`config.mk`:
```
export PLATFORM = sky130hd
export DESIGN_NAME = crossbar_master_cfg_arbiter
export DESIGN_NICKNAME = d
export VERILOG_FILES = /design/src/verilog/xbar_arbiter.v /design/src/verilog/crossbar_master_cfg_arbiter.v
export VERILOG_INCLUDE_DIRS = /design/src /design/src/verilog
export SDC_FILE = /design/constraint.sdc
export NUM_CORES = 1
export LEC_CHECK = 0
export BUFFER_PORTS_ARGS = -buffer_cell sky130_fd_sc_hd__buf_2
export CELL_PAD_IN_SITES_DETAIL_PLACEMENT = 0
export CELL_PAD_IN_SITES_GLOBAL_PLACEMENT = 1
export CORE_AREA = 5 5 229 231
export DETAILED_ROUTE_END_ITERATION = 16
export DIE_AREA = 0 0 234 236
export PLACE_DENSITY_LB_ADDON = 0.1
export SLEW_MARGIN = 20
export SYNTH_ARGS = -nofsm -noshare
export SYNTH_HDL_FRONTEND = slang
export SYNTH_SLANG_ARGS = --single-unit
```
`constraint.sdc`:
```
create_clock -name clk -period 19.8 [get_ports clk]
set_clock_uncertainty 0.05 [all_clocks]
set_input_delay 4.95 -clock clk [delete_from_list [all_inputs] [get_ports clk]]
set_output_delay 4.95 -clock clk [all_outputs]
set_load 0.005 [all_outputs]
```
`src/verilog/xbar_defines.vh`:
```
// Purpose: Shared constants for the crossbar master port control block.
// Assumes: Register bits are numbered with bit 0 as the most significant.
// Notes: Offsets are control bus word addresses.
`ifndef XBAR_DEFINES_VH
`define XBAR_DEFINES_VH

`define NUM_REQ 5
`define DCR_AW 8

`define ADDR_INT_STATUS 8'h20
`define ADDR_ARB_CFG 8'h23
`define ADDR_MASTER_CFG 8'h54
`define ADDR_ERR_STATUS 8'h56
`define ADDR_ERR_ADDR 8'h57

`define MCFG_RESET 32'h8000009F
`define MCFG_WMASK 32'h800000BE
`define MCFG_FIXED1 32'h00000001
`define ARB_RESET 32'h00432010
`define ARB_WMASK 32'h00777777

`define MCFG_ERR_LOCK 0
`define MCFG_PRIO_EN 24
`define MCFG_ETERM 26
`define MCFG_LOCK 27
`define MCFG_READ_ADDR_PIPELINE_ENABLE 28
`define MCFG_WRITE_ADDR_PIPELINE_ENABLE 29
`define MCFG_WRITE_POSTING_ENABLE 30

`define ARB_IR_MSB 9
`define ARB_IR_LSB 11
`define ARB_DW_MSB 13
`define ARB_DW_LSB 15
`define ARB_DR_MSB 17
`define ARB_DR_LSB 19
`define ARB_S1_MSB 21
`define ARB_S1_LSB 23
`define ARB_S0_MSB 25
`define ARB_S0_LSB 27
`define ARB_SYNC 29
`define ARB_MODE_MSB 30
`define ARB_MODE_LSB 31

`define INT_CFG_ERR 17

`define MODE_LRU 2'b00
`define MODE_RR 2'b01
`define MODE_FIXED 2'b10

`endif

```
`src/verilog/xbar_arbiter.v`:
```
// Purpose: Picks one of the crossbar requesters for the master port.
// Assumes: Priority 4 is highest and 0 lowest.
// Notes: Ties go to the lowest requester index.
`timescale 1ns/1ps
`include "xbar_defines.vh"

module xbar_arbiter #(
   parameter NUM_REQ = `NUM_REQ
) (
   input wire clk,
   input wire resetn,
   input wire [NUM_REQ-1:0] req,
   input wire [3*NUM_REQ-1:0] prio,
   input wire [1:0] mode,
   input wire prio_en,
   input wire take,
   output reg [2:0] winner,
   output reg any
);

   reg [2:0] rank_ff [0:NUM_REQ-1];
   reg [2:0] last_ff;
   reg [3:0] score;
   reg [3:0] best;
   reg [NUM_REQ-1:0] others;
   integer i;
   integer tmp;

   // Settings are read live, so a change applies at the next decision.
   always @* begin
      best = 4'h0;
      winner = 3'h0;
      any = 1'b0;
      score = 4'h0;
      tmp = 0;
      others = req;
      others[last_ff] = 1'b0;
      for (i = 0; i < NUM_REQ; i = i + 1) begin
         tmp = NUM_REQ - 1 - i;
         if (mode == `MODE_LRU) begin
            score = {1'b1, rank_ff[i]};
         end else if (prio_en) begin
            score = {1'b1, prio[3*i +: 3]};
         end else begin
            score = {1'b1, tmp[2:0]};
         end
         if (mode == `MODE_RR && last_ff == i && (|others)) begin
            score[3] = 1'b0;
         end
         if (req[i] && (!any || score > best)) begin
            best = score;
            winner = i[2:0];
            any = 1'b1;
         end
      end
   end

   always @(posedge clk or negedge resetn) begin
      if (!resetn) begin
         last_ff <= 3'h0;
      end else if (take) begin
         last_ff <= winner;
      end
   end

   genvar g;
   generate
      for (g = 0; g < NUM_REQ; g = g + 1) begin : g_rank
         localparam [2:0] INIT = g;
         always @(posedge clk or negedge resetn) begin
            if (!resetn) begin
               rank_ff[g] <= INIT;
            end else if (take) begin
               if (winner == g) begin
                  rank_ff[g] <= 3'h0;
               end else if (rank_ff[g] < rank_ff[winner]) begin
                  rank_ff[g] <= rank_ff[g] + 3'h1;
               end
            end
         end
      end
   endgenerate

endmodule // xbar_arbiter

```
`src/verilog/crossbar_master_cfg_arbiter.v`:
```
// Purpose: Master port configuration, arbitration and write sequencing.
// Assumes: Control bus requests are held until acknowledged.
// Notes: Requesters: 0 instr read, 1 data write, 2 data read, 3 slave
// port 1, 4 slave port 0.
// Contract
// - Write burst flag drops on final beat.
// - Drive 128-bit write data during writes.
// - Error lock keeps first recorded error.
// - Bit 24 enables arbitration priority.
// - Bit 27 permits locked transfers.
// - Bits 28, 29 enable address pipelining.
// - Write pipelining forced off without posting.
// - No posting means early ack, singles only.
// - Non-single without posting sets config error.
// - Priority four highest, zero lowest.
// - Priorities ignored in least-recently-used mode.
// - Five priority fields with fixed defaults.
// - Bit 29 enables the sync attribute.
// - Mode field selects LRU, round robin, fixed.
// - Master configuration at address 0x54.
// - Arbitration configuration at 0x23, tie-off defaults.
// - Sync blocks port until slave busy clears.
`timescale 1ns/1ps
`include "xbar_defines.vh"

module crossbar_master_cfg_arbiter #(
   parameter NUM_REQ = `NUM_REQ,
   parameter [0:31] MCFG_TIEOFF = `MCFG_RESET,
   parameter [0:31] ARB_TIEOFF = `ARB_RESET
) (
   input wire clk,
   input wire resetn,
   input wire dcr_read,
   input wire dcr_write,
   input wire [0:`DCR_AW-1] dcr_addr,
   input wire [0:31] dcr_wdata,
   output reg dcr_ack,
   output reg [0:31] dcr_rdata,
   input wire [NUM_REQ-1:0] rq_valid,
   input wire [NUM_REQ-1:0] rq_rnw,
   input wire [NUM_REQ-1:0] rq_burst,
   input wire [NUM_REQ-1:0] rq_lock,
   input wire [NUM_REQ-1:0] rq_sync,
   input wire [4*NUM_REQ-1:0] rq_blen,
   output reg [NUM_REQ-1:0] rq_grant,
   input wire [0:127] wr_data_in,
   output wire wdata_take,
   output reg master_request,
   output reg master_rnw,
   output reg master_lock_out,
   output reg [0:3] master_blen_out,
   output wire master_write_burst_out,
   output reg [0:127] master_write_data_out,
   input wire slave_addr_ack,
   input wire slave_wr_dack,
   input wire slave_rd_comp,
   input wire slave_busy,
   output wire [NUM_REQ-1:0] sync_busy_out,
   output wire read_pipe_en,
   output wire write_pipe_en,
   output wire early_data_ack,
   output wire cfg_err_flag,
   input wire err_event,
   input wire [0:31] err_status_in,
   input wire [0:31] err_addr_in
);

   localparam [2:0] S_IDLE = 3'h0;
   localparam [2:0] S_ADDR = 3'h1;
   localparam [2:0] S_WDATA = 3'h2;
   localparam [2:0] S_RDATA = 3'h3;
   localparam [2:0] S_SYNC = 3'h4;
   // Reset value with write pipelining cleared whenever posting is off.
   localparam [0:31] MCFG_INIT = MCFG_TIEOFF[`MCFG_WRITE_POSTING_ENABLE] ? MCFG_TIEOFF :
      (MCFG_TIEOFF & ~(32'h80000000 >> `MCFG_WRITE_ADDR_PIPELINE_ENABLE));

   reg [0:31] mcfg_ff;
   reg [0:31] arb_ff;
   reg [0:31] int_ff;
   reg [0:31] err_status_ff;
   reg [0:31] err_addr_ff;
   reg [0:31] nxt_mcfg;
   reg [0:31] nxt_int;
   reg [0:31] nxt_err_status;
   reg [0:31] nxt_rdata;
   reg busy_ff;
   reg [2:0] state_ff;
   reg [2:0] nxt_state;
   reg [2:0] owner_ff;
   reg burst_ff;
   reg sync_ff;
   reg [3:0] beats_left_ff;
   reg cfg_err_set;
   reg take;
   wire [2:0] winner;
   wire any_req;
   wire dcr_take;
   wire wr_take;
   wire last_beat;
   wire [3*NUM_REQ-1:0] prio_flat;
   wire [0:31] mcfg_view;

   // Register access.
   assign dcr_take = (dcr_read | dcr_write) & ~busy_ff;
   assign wr_take = dcr_take & dcr_write;

   // Reserved bits read as zero, except the bit that must read one.
   assign mcfg_view = (mcfg_ff & `MCFG_WMASK) | `MCFG_FIXED1;

   always @* begin
      nxt_mcfg = mcfg_ff;
      if (wr_take && dcr_addr == `ADDR_MASTER_CFG) begin
         nxt_mcfg = dcr_wdata & `MCFG_WMASK;
         if (!dcr_wdata[`MCFG_WRITE_POSTING_ENABLE]) begin
            nxt_mcfg[`MCFG_WRITE_ADDR_PIPELINE_ENABLE] = 1'b0;
         end
      end
   end

   always @* begin
      case (dcr_addr)
         `ADDR_MASTER_CFG: nxt_rdata = mcfg_view;
         `ADDR_ARB_CFG: nxt_rdata = arb_ff & `ARB_WMASK;
         `ADDR_INT_STATUS: nxt_rdata = int_ff;
         `ADDR_ERR_STATUS: nxt_rdata = err_status_ff;
         `ADDR_ERR_ADDR: nxt_rdata = err_addr_ff;
         default: nxt_rdata = 32'h00000000;
      endcase
   end

   // Flags: a hardware set wins over a software clear in the same cycle.
   always @* begin
      nxt_int = int_ff;
      if (wr_take && dcr_addr == `ADDR_INT_STATUS) begin
         nxt_int = int_ff & ~dcr_wdata;
      end
      if (cfg_err_set) begin
         nxt_int[`INT_CFG_ERR] = 1'b1;
      end
      nxt_err_status = err_status_ff;
      if (wr_take && dcr_addr == `ADDR_ERR_STATUS) begin
         nxt_err_status = err_status_ff & ~dcr_wdata;
      end
      if (err_event && (!mcfg_ff[`MCFG_ERR_LOCK] ||
          err_status_ff == 32'h00000000)) begin
         nxt_err_status = err_status_in;
      end
   end

   always @(posedge clk or negedge resetn) begin
      if (!resetn) begin
         mcfg_ff <= MCFG_INIT;
         arb_ff <= ARB_TIEOFF;
         int_ff <= 32'h00000000;
         err_status_ff <= 32'h00000000;
         err_addr_ff <= 32'h00000000;
         busy_ff <= 1'b0;
         dcr_ack <= 1'b0;
         dcr_rdata <= 32'h00000000;
      end else begin
         mcfg_ff <= nxt_mcfg;
         int_ff <= nxt_int;
         err_status_ff <= nxt_err_status;
         if (err_event && (!mcfg_ff[`MCFG_ERR_LOCK] ||
             err_status_ff == 32'h00000000)) begin
            err_addr_ff <= err_addr_in;
         end
         if (wr_take && dcr_addr == `ADDR_ARB_CFG) begin
            arb_ff <= dcr_wdata & `ARB_WMASK;
         end
         if (dcr_take) begin
            busy_ff <= 1'b1;
         end else if (!dcr_read && !dcr_write) begin
            busy_ff <= 1'b0;
         end
         dcr_ack <= dcr_take;
         if (dcr_take && dcr_read) begin
            dcr_rdata <= nxt_rdata;
         end
      end
   end

   // Mode outputs.
   assign read_pipe_en = mcfg_ff[`MCFG_READ_ADDR_PIPELINE_ENABLE];
   assign write_pipe_en = mcfg_ff[`MCFG_WRITE_ADDR_PIPELINE_ENABLE];
   assign early_data_ack = ~mcfg_ff[`MCFG_WRITE_POSTING_ENABLE];
   assign cfg_err_flag = int_ff[`INT_CFG_ERR];

   // Arbitration.
   assign prio_flat = {arb_ff[`ARB_S0_MSB:`ARB_S0_LSB],
                       arb_ff[`ARB_S1_MSB:`ARB_S1_LSB],
                       arb_ff[`ARB_DR_MSB:`ARB_DR_LSB],
                       arb_ff[`ARB_DW_MSB:`ARB_DW_LSB],
                       arb_ff[`ARB_IR_MSB:`ARB_IR_LSB]};

   xbar_arbiter #(
      .NUM_REQ(NUM_REQ)
   ) u_arbiter (
      .clk(clk),
      .resetn(resetn),
      .req(rq_valid),
      .prio(prio_flat),
      .mode(arb_ff[`ARB_MODE_MSB:`ARB_MODE_LSB]),
      .prio_en(mcfg_ff[`MCFG_PRIO_EN]),
      .take(take),
      .winner(winner),
      .any(any_req)
   );

   // Transfer sequencing.
   assign last_beat = (beats_left_ff == 4'h0);
   assign master_write_burst_out = (state_ff == S_WDATA) & burst_ff &
                                   ~(last_beat & slave_wr_dack);
   assign wdata_take = ((state_ff == S_ADDR) & slave_addr_ack & ~master_rnw)
                     | ((state_ff == S_WDATA) & slave_wr_dack & ~last_beat);

   genvar g;
   generate
      for (g = 0; g < NUM_REQ; g = g + 1) begin : g_sync
         assign sync_busy_out[g] = (state_ff == S_SYNC) &
                                   (owner_ff == g) & slave_busy;
      end
   endgenerate

   // A decision is only made in idle, so a grant is never disturbed.
   always @* begin
      nxt_state = state_ff;
      take = 1'b0;
      cfg_err_set = 1'b0;
      case (state_ff)
         S_IDLE: begin
            if (any_req) begin
               take = 1'b1;
               if (!mcfg_ff[`MCFG_WRITE_POSTING_ENABLE] && rq_burst[winner]) begin
                  cfg_err_set = 1'b1;
               end else begin
                  nxt_state = S_ADDR;
               end
            end
         end
         S_ADDR: begin
            if (slave_addr_ack) begin
               nxt_state = master_rnw ? S_RDATA : S_WDATA;
            end
         end
         S_WDATA: begin
            if (slave_wr_dack && last_beat) begin
               nxt_state = sync_ff ? S_SYNC : S_IDLE;
            end
         end
         S_RDATA: begin
            if (slave_rd_comp) begin
               nxt_state = sync_ff ? S_SYNC : S_IDLE;
            end
         end
         S_SYNC: begin
            if (!slave_busy) begin
               nxt_state = S_IDLE;
            end
         end
         default: nxt_state = S_IDLE;
      endcase
   end

   always @(posedge clk or negedge resetn) begin
      if (!resetn) begin
         state_ff <= S_IDLE;
         owner_ff <= 3'h0;
         burst_ff <= 1'b0;
         sync_ff <= 1'b0;
         beats_left_ff <= 4'h0;
         rq_grant <= {NUM_REQ{1'b0}};
         master_request <= 1'b0;
         master_rnw <= 1'b0;
         master_lock_out <= 1'b0;
         master_blen_out <= 4'h0;
         master_write_data_out <= 128'h0;
      end else begin
         state_ff <= nxt_state;
         rq_grant <= {NUM_REQ{1'b0}};
         if (take) begin
            rq_grant[winner] <= 1'b1;
            owner_ff <= winner;
            burst_ff <= rq_burst[winner];
            beats_left_ff <= rq_burst[winner] ?
                             rq_blen[4*winner +: 4] : 4'h0;
            master_blen_out <= rq_burst[winner] ?
                               rq_blen[4*winner +: 4] : 4'h0;
            sync_ff <= arb_ff[`ARB_SYNC] & rq_sync[winner];
            master_rnw <= rq_rnw[winner];
            master_lock_out <= rq_lock[winner] &
                               mcfg_ff[`MCFG_LOCK];
         end
         if (take && !cfg_err_set) begin
            master_request <= 1'b1;
         end else if (slave_addr_ack) begin
            master_request <= 1'b0;
         end
         if (state_ff == S_WDATA && slave_wr_dack && !last_beat) begin
            beats_left_ff <= beats_left_ff - 4'h1;
         end
         if (wdata_take) begin
            master_write_data_out <= wr_data_in;
         end
         if (nxt_state == S_IDLE) begin
            master_lock_out <= 1'b0;
         end
      end
   end

endmodule // crossbar_master_cfg_arbiter

```
==> results.cfg <==
[run_status]
status = completed

[worst_setup_path]
cp_common_cell = a21oi_1
slowest_delay_ns = 0.69
endpoint_kind = flop
arrival_ns = 14.94
setup.worst_path.class = in2reg
cp_slowest_cell = o21ai_1
cp_max_fo = 23
crit_required_ns = 20.18
cp-start-kind = input port

[grt]
antenna_found_initial = 16
overflow = 0
grt_use_total_pct = 19.6
grt_pass1_vias = 12600
grt_max_degree = 164
grt_pass1_wl_mm = 82.2

[clocking]
cts_hold_buffers = 0
numClockSinks = 322
root_buffer = clkbuf_16
clock_latency_ns = 0.55
cts_tree = built
cts_resized = 0
path_clk_slew_ns = 0.06
cts_max_level = 2
max-clock-path-buffers = 3
post_cts_buffers = 0
cts_buffers = 41

[placed_design]
dp_hpwl_mm = 41.7
port-buffer-count = 469
dp_cells = 2321
gp_congestion = 0.813

[routing]
drcViolationCount = 0
initialDrtViolationCount = 716
m1WireLength_mm = 23.2
antenna_left = 0
met2_length_mm = 27.0
drtPass1Iterations = 4
routed_via_density = 4.93
wl_mm = 55.6
routedWlPerCell_um = 23.1
vias = 11900
top_layer = met5
route.met3.wl_mm = 4.12

[sta]
timing.final.crit_share_pct = 73.6
fin_tns_setup_ns = 0
finalMaxSlewViolations = 0
timing.final.crit_period_ns = 14.56
max_freq_ghz = 0.0687
maxSlewHeadroom_pct = 26.6
setup_viol = 0
whs_ns = 0.400
hold_viol = 0
worstMarginPinSlew_ns = 1.10
rsz0062_at_grt = no

[power]
swShare_pct = 35.2
irDropWorstVdd_mv = 0.0826
p_sw_uw = 998
clockPowerShare_pct = 27.2
p_leak_uw = 0.00914
power.internal_uw = 1840
power_density_nw_per_um2 = 147
p_seq_share_pct = 34.4
pwr-share-comb_pct = 38.4

[floorplan]
placement_rows = 82
chipHeight_um = 236
coreArea_um2 = 49900
io_pins = 470
start_util_pct = 29.7
die_area_um2 = 55200
die_w_um = 234

[yosys]
yosys.area.top_type = dfrtp_1
syn_area_per_cell_um2 = 11.9
yosysWarnings = 0
synth-edff-count = 0
ys_types = 82
async_flop_share_pct = 100
synth_ff_type = dfrtp_1
syn_inst = 1241
synthTopCellsByArea = dfrtp_1 52%, mux2_2 14%, o21ai_0 3.2%, a22o_1 2.9%, dfstp_2 2.8%
synth.yosys.seq_area_share_pct = 54.6
syn_area_um2 = 14800
syn_nets = 1560
ys_ff_latch = 322
synth_top_area_share_pct = 51.8

[layout]
nets = 2012
nFillCells = 5051
drive_gt1_share_pct = 45.9
fin_cells = 2407
area_growth_pct = 30.2
final_core_utilization_pct = 38.6

[flow_run]
maxCapViolCount = 0

[worst_hold_path]
hold_class = reg2reg
[Yosys cell counts (4+ instances only)]
cell	instances
ha_1	33
and3_1	5
a221oi_1	19
clkbuf_1	39
nor2_1	55
a22o_1	49
dfrtp_1	306
nand3b_1	7
dfstp_2	16
nor2b_1	8
o22ai_1	14
mux2_2	187
nor4_1	14
a21o_1	8
nor3b_1	8
a21oi_1	43
o21ai_0	95
a21boi_0	31
or2_2	7
nand3_1	15
nor3_1	8
nand4_1	5
nand2b_1	6
nand2_1	95
buf_2	27
a222oi_1	4
inv_1	18
o21a_1	7
buf_1	6
a31oi_1	7
o21ai_1	6
mux2i_1	21
[layer usage]
layer / track usage (%) / vias up
met5: 0 / -
met4: 5.20 / 8
met3: 5.98 / 76
met2: 33.0 / 382
met1: 24.6 / 5895
li1: - / 5494
[flip-flops by register name, indices dropped and copies added, names as in the netlist, 3 cells and up]
| name | flops |
|---|---|
| beats_left_ff | 4 |
| dcr_rdata | 32 |
| master_blen_out | 4 |
| rq_grant | 5 |
| state_ff | 3 |
| u_arbiter.last_ff | 3 |
| err_addr_ff | 32 |
| u_arbiter.rank_ff | 15 |
| mcfg_ff | 7 |
| master_write_data_out | 128 |
| int_ff | 32 |
| arb_ff | 18 |
| err_status_ff | 32 |
[final timing paths]
path / from / to / slack (ns) / depth (start not counted)
setup / recovery: rq_valid[1] / u_arbiter.rank_ff[0]$_DFFE_PN0P_ / 5.24 / 39
hold / removal: busy_ff$_DFFE_PN0P_ / dcr_ack$_DFF_PN0_ / 0.40 / 1
setup reg to reg: u_arbiter.last_ff[0]$_DFFE_PN0P_ / u_arbiter.rank_ff[0]$_DFFE_PN0P_ / 9.14 / 39
hold reg to reg: busy_ff$_DFFE_PN0P_ / dcr_ack$_DFF_PN0_ / 0.40 / 1
max in group asynchronous: resetn / master_write_data_out[55]$_DFFE_PN0P_ / 13.97 / 3
min in group asynchronous: resetn / dcr_ack$_DFF_PN0_ / 4.33 / 1
[logic make-up (layout without fill, tap and decap cells)]
| logic type | after synthesis | count (layout) | synth area share (%) |
|---|---|---|---|
| simple gates | 252 | 252 | 8.35 |
| xor+xnor | 3 | 3 | 0.178 |
| flops | 322 | 322 | 54.6 |
| mux | 209 | 209 | 15.8 |
| buf+inv | 95 | 579 | 2.77 |
| fa+ha+maj | 33 | 33 | 2.79 |
| compound gates | 327 | 327 | 15.5 |
| other cells | 0 | 10 | 0 |
[cell usage in the layout, fill, tap and decap left out, types with 8 or more instances in the layout]
cell       count
nor2b_1        8
ha_1          33
mux2_2       187
nor2_1        55
inv_1         18
o21ai_0       94
a21boi_0      31
mux2i_1       21
clkbuf_8       8
diode_2       10
nor3_1         8
o22ai_1       14
a221oi_1      19
clkbuf_16     42
buf_4         12
dfrtp_1      306
buf_2        468
nand3_1       15
a22o_1        49
a21o_1         8
dfstp_2       16
nand2_1       95
clkinv_2      11
a21oi_1       43
nor4_1        14
[power by group through the flow]
stage / Sequential (uW) / Clock, uW / Combinational [uW]
after floorplan: 963 / 0 / 689
after global routing: 1000 / 819 / 1200
after CTS: 978 / 796 / 1100
after global placement: 980 / 0 / 1090
final: 976 / 770 / 1090
after detailed placement: 983 / 0 / 1100
[worst max-delay path: cells and delay by family]
kind | cells | cell delay (ns)
AO/OA/AOI/OAI | 24 | 6.52
adder cells (fa/ha/maj) | 5 | 1.71
AND/OR/NAND/NOR | 7 | 1.17
multiplexers | 1 | 0.29
buffers and inverters | 1 | 0.14
XOR/XNOR | 1 | 0.13
[final cells by class]
cell class,count,area [um^2],area share [%]
sequential,322,8080,42.0
inverter,20,75.1,0.390
timing repair buffer,484,2510,13.0
clock buffer,57,1190,6.17
antenna,10,25.0,0.130
tap,672,841,4.37
clock inverter,18,208,1.08
multi-input combinational,824,6320,32.9
[through the flow]
stage	instance area [um^2]	setup slack, ns	power (uW)
after detailed placement	17800	4.70	2080
after global routing	19200	4.27	3020
final	19200	5.24	2830
after CTS	19200	5.26	2880
after global placement	17800	4.91	2070
after floorplan	14800	6.91	1650
Power figures use the tool's default switching activity.
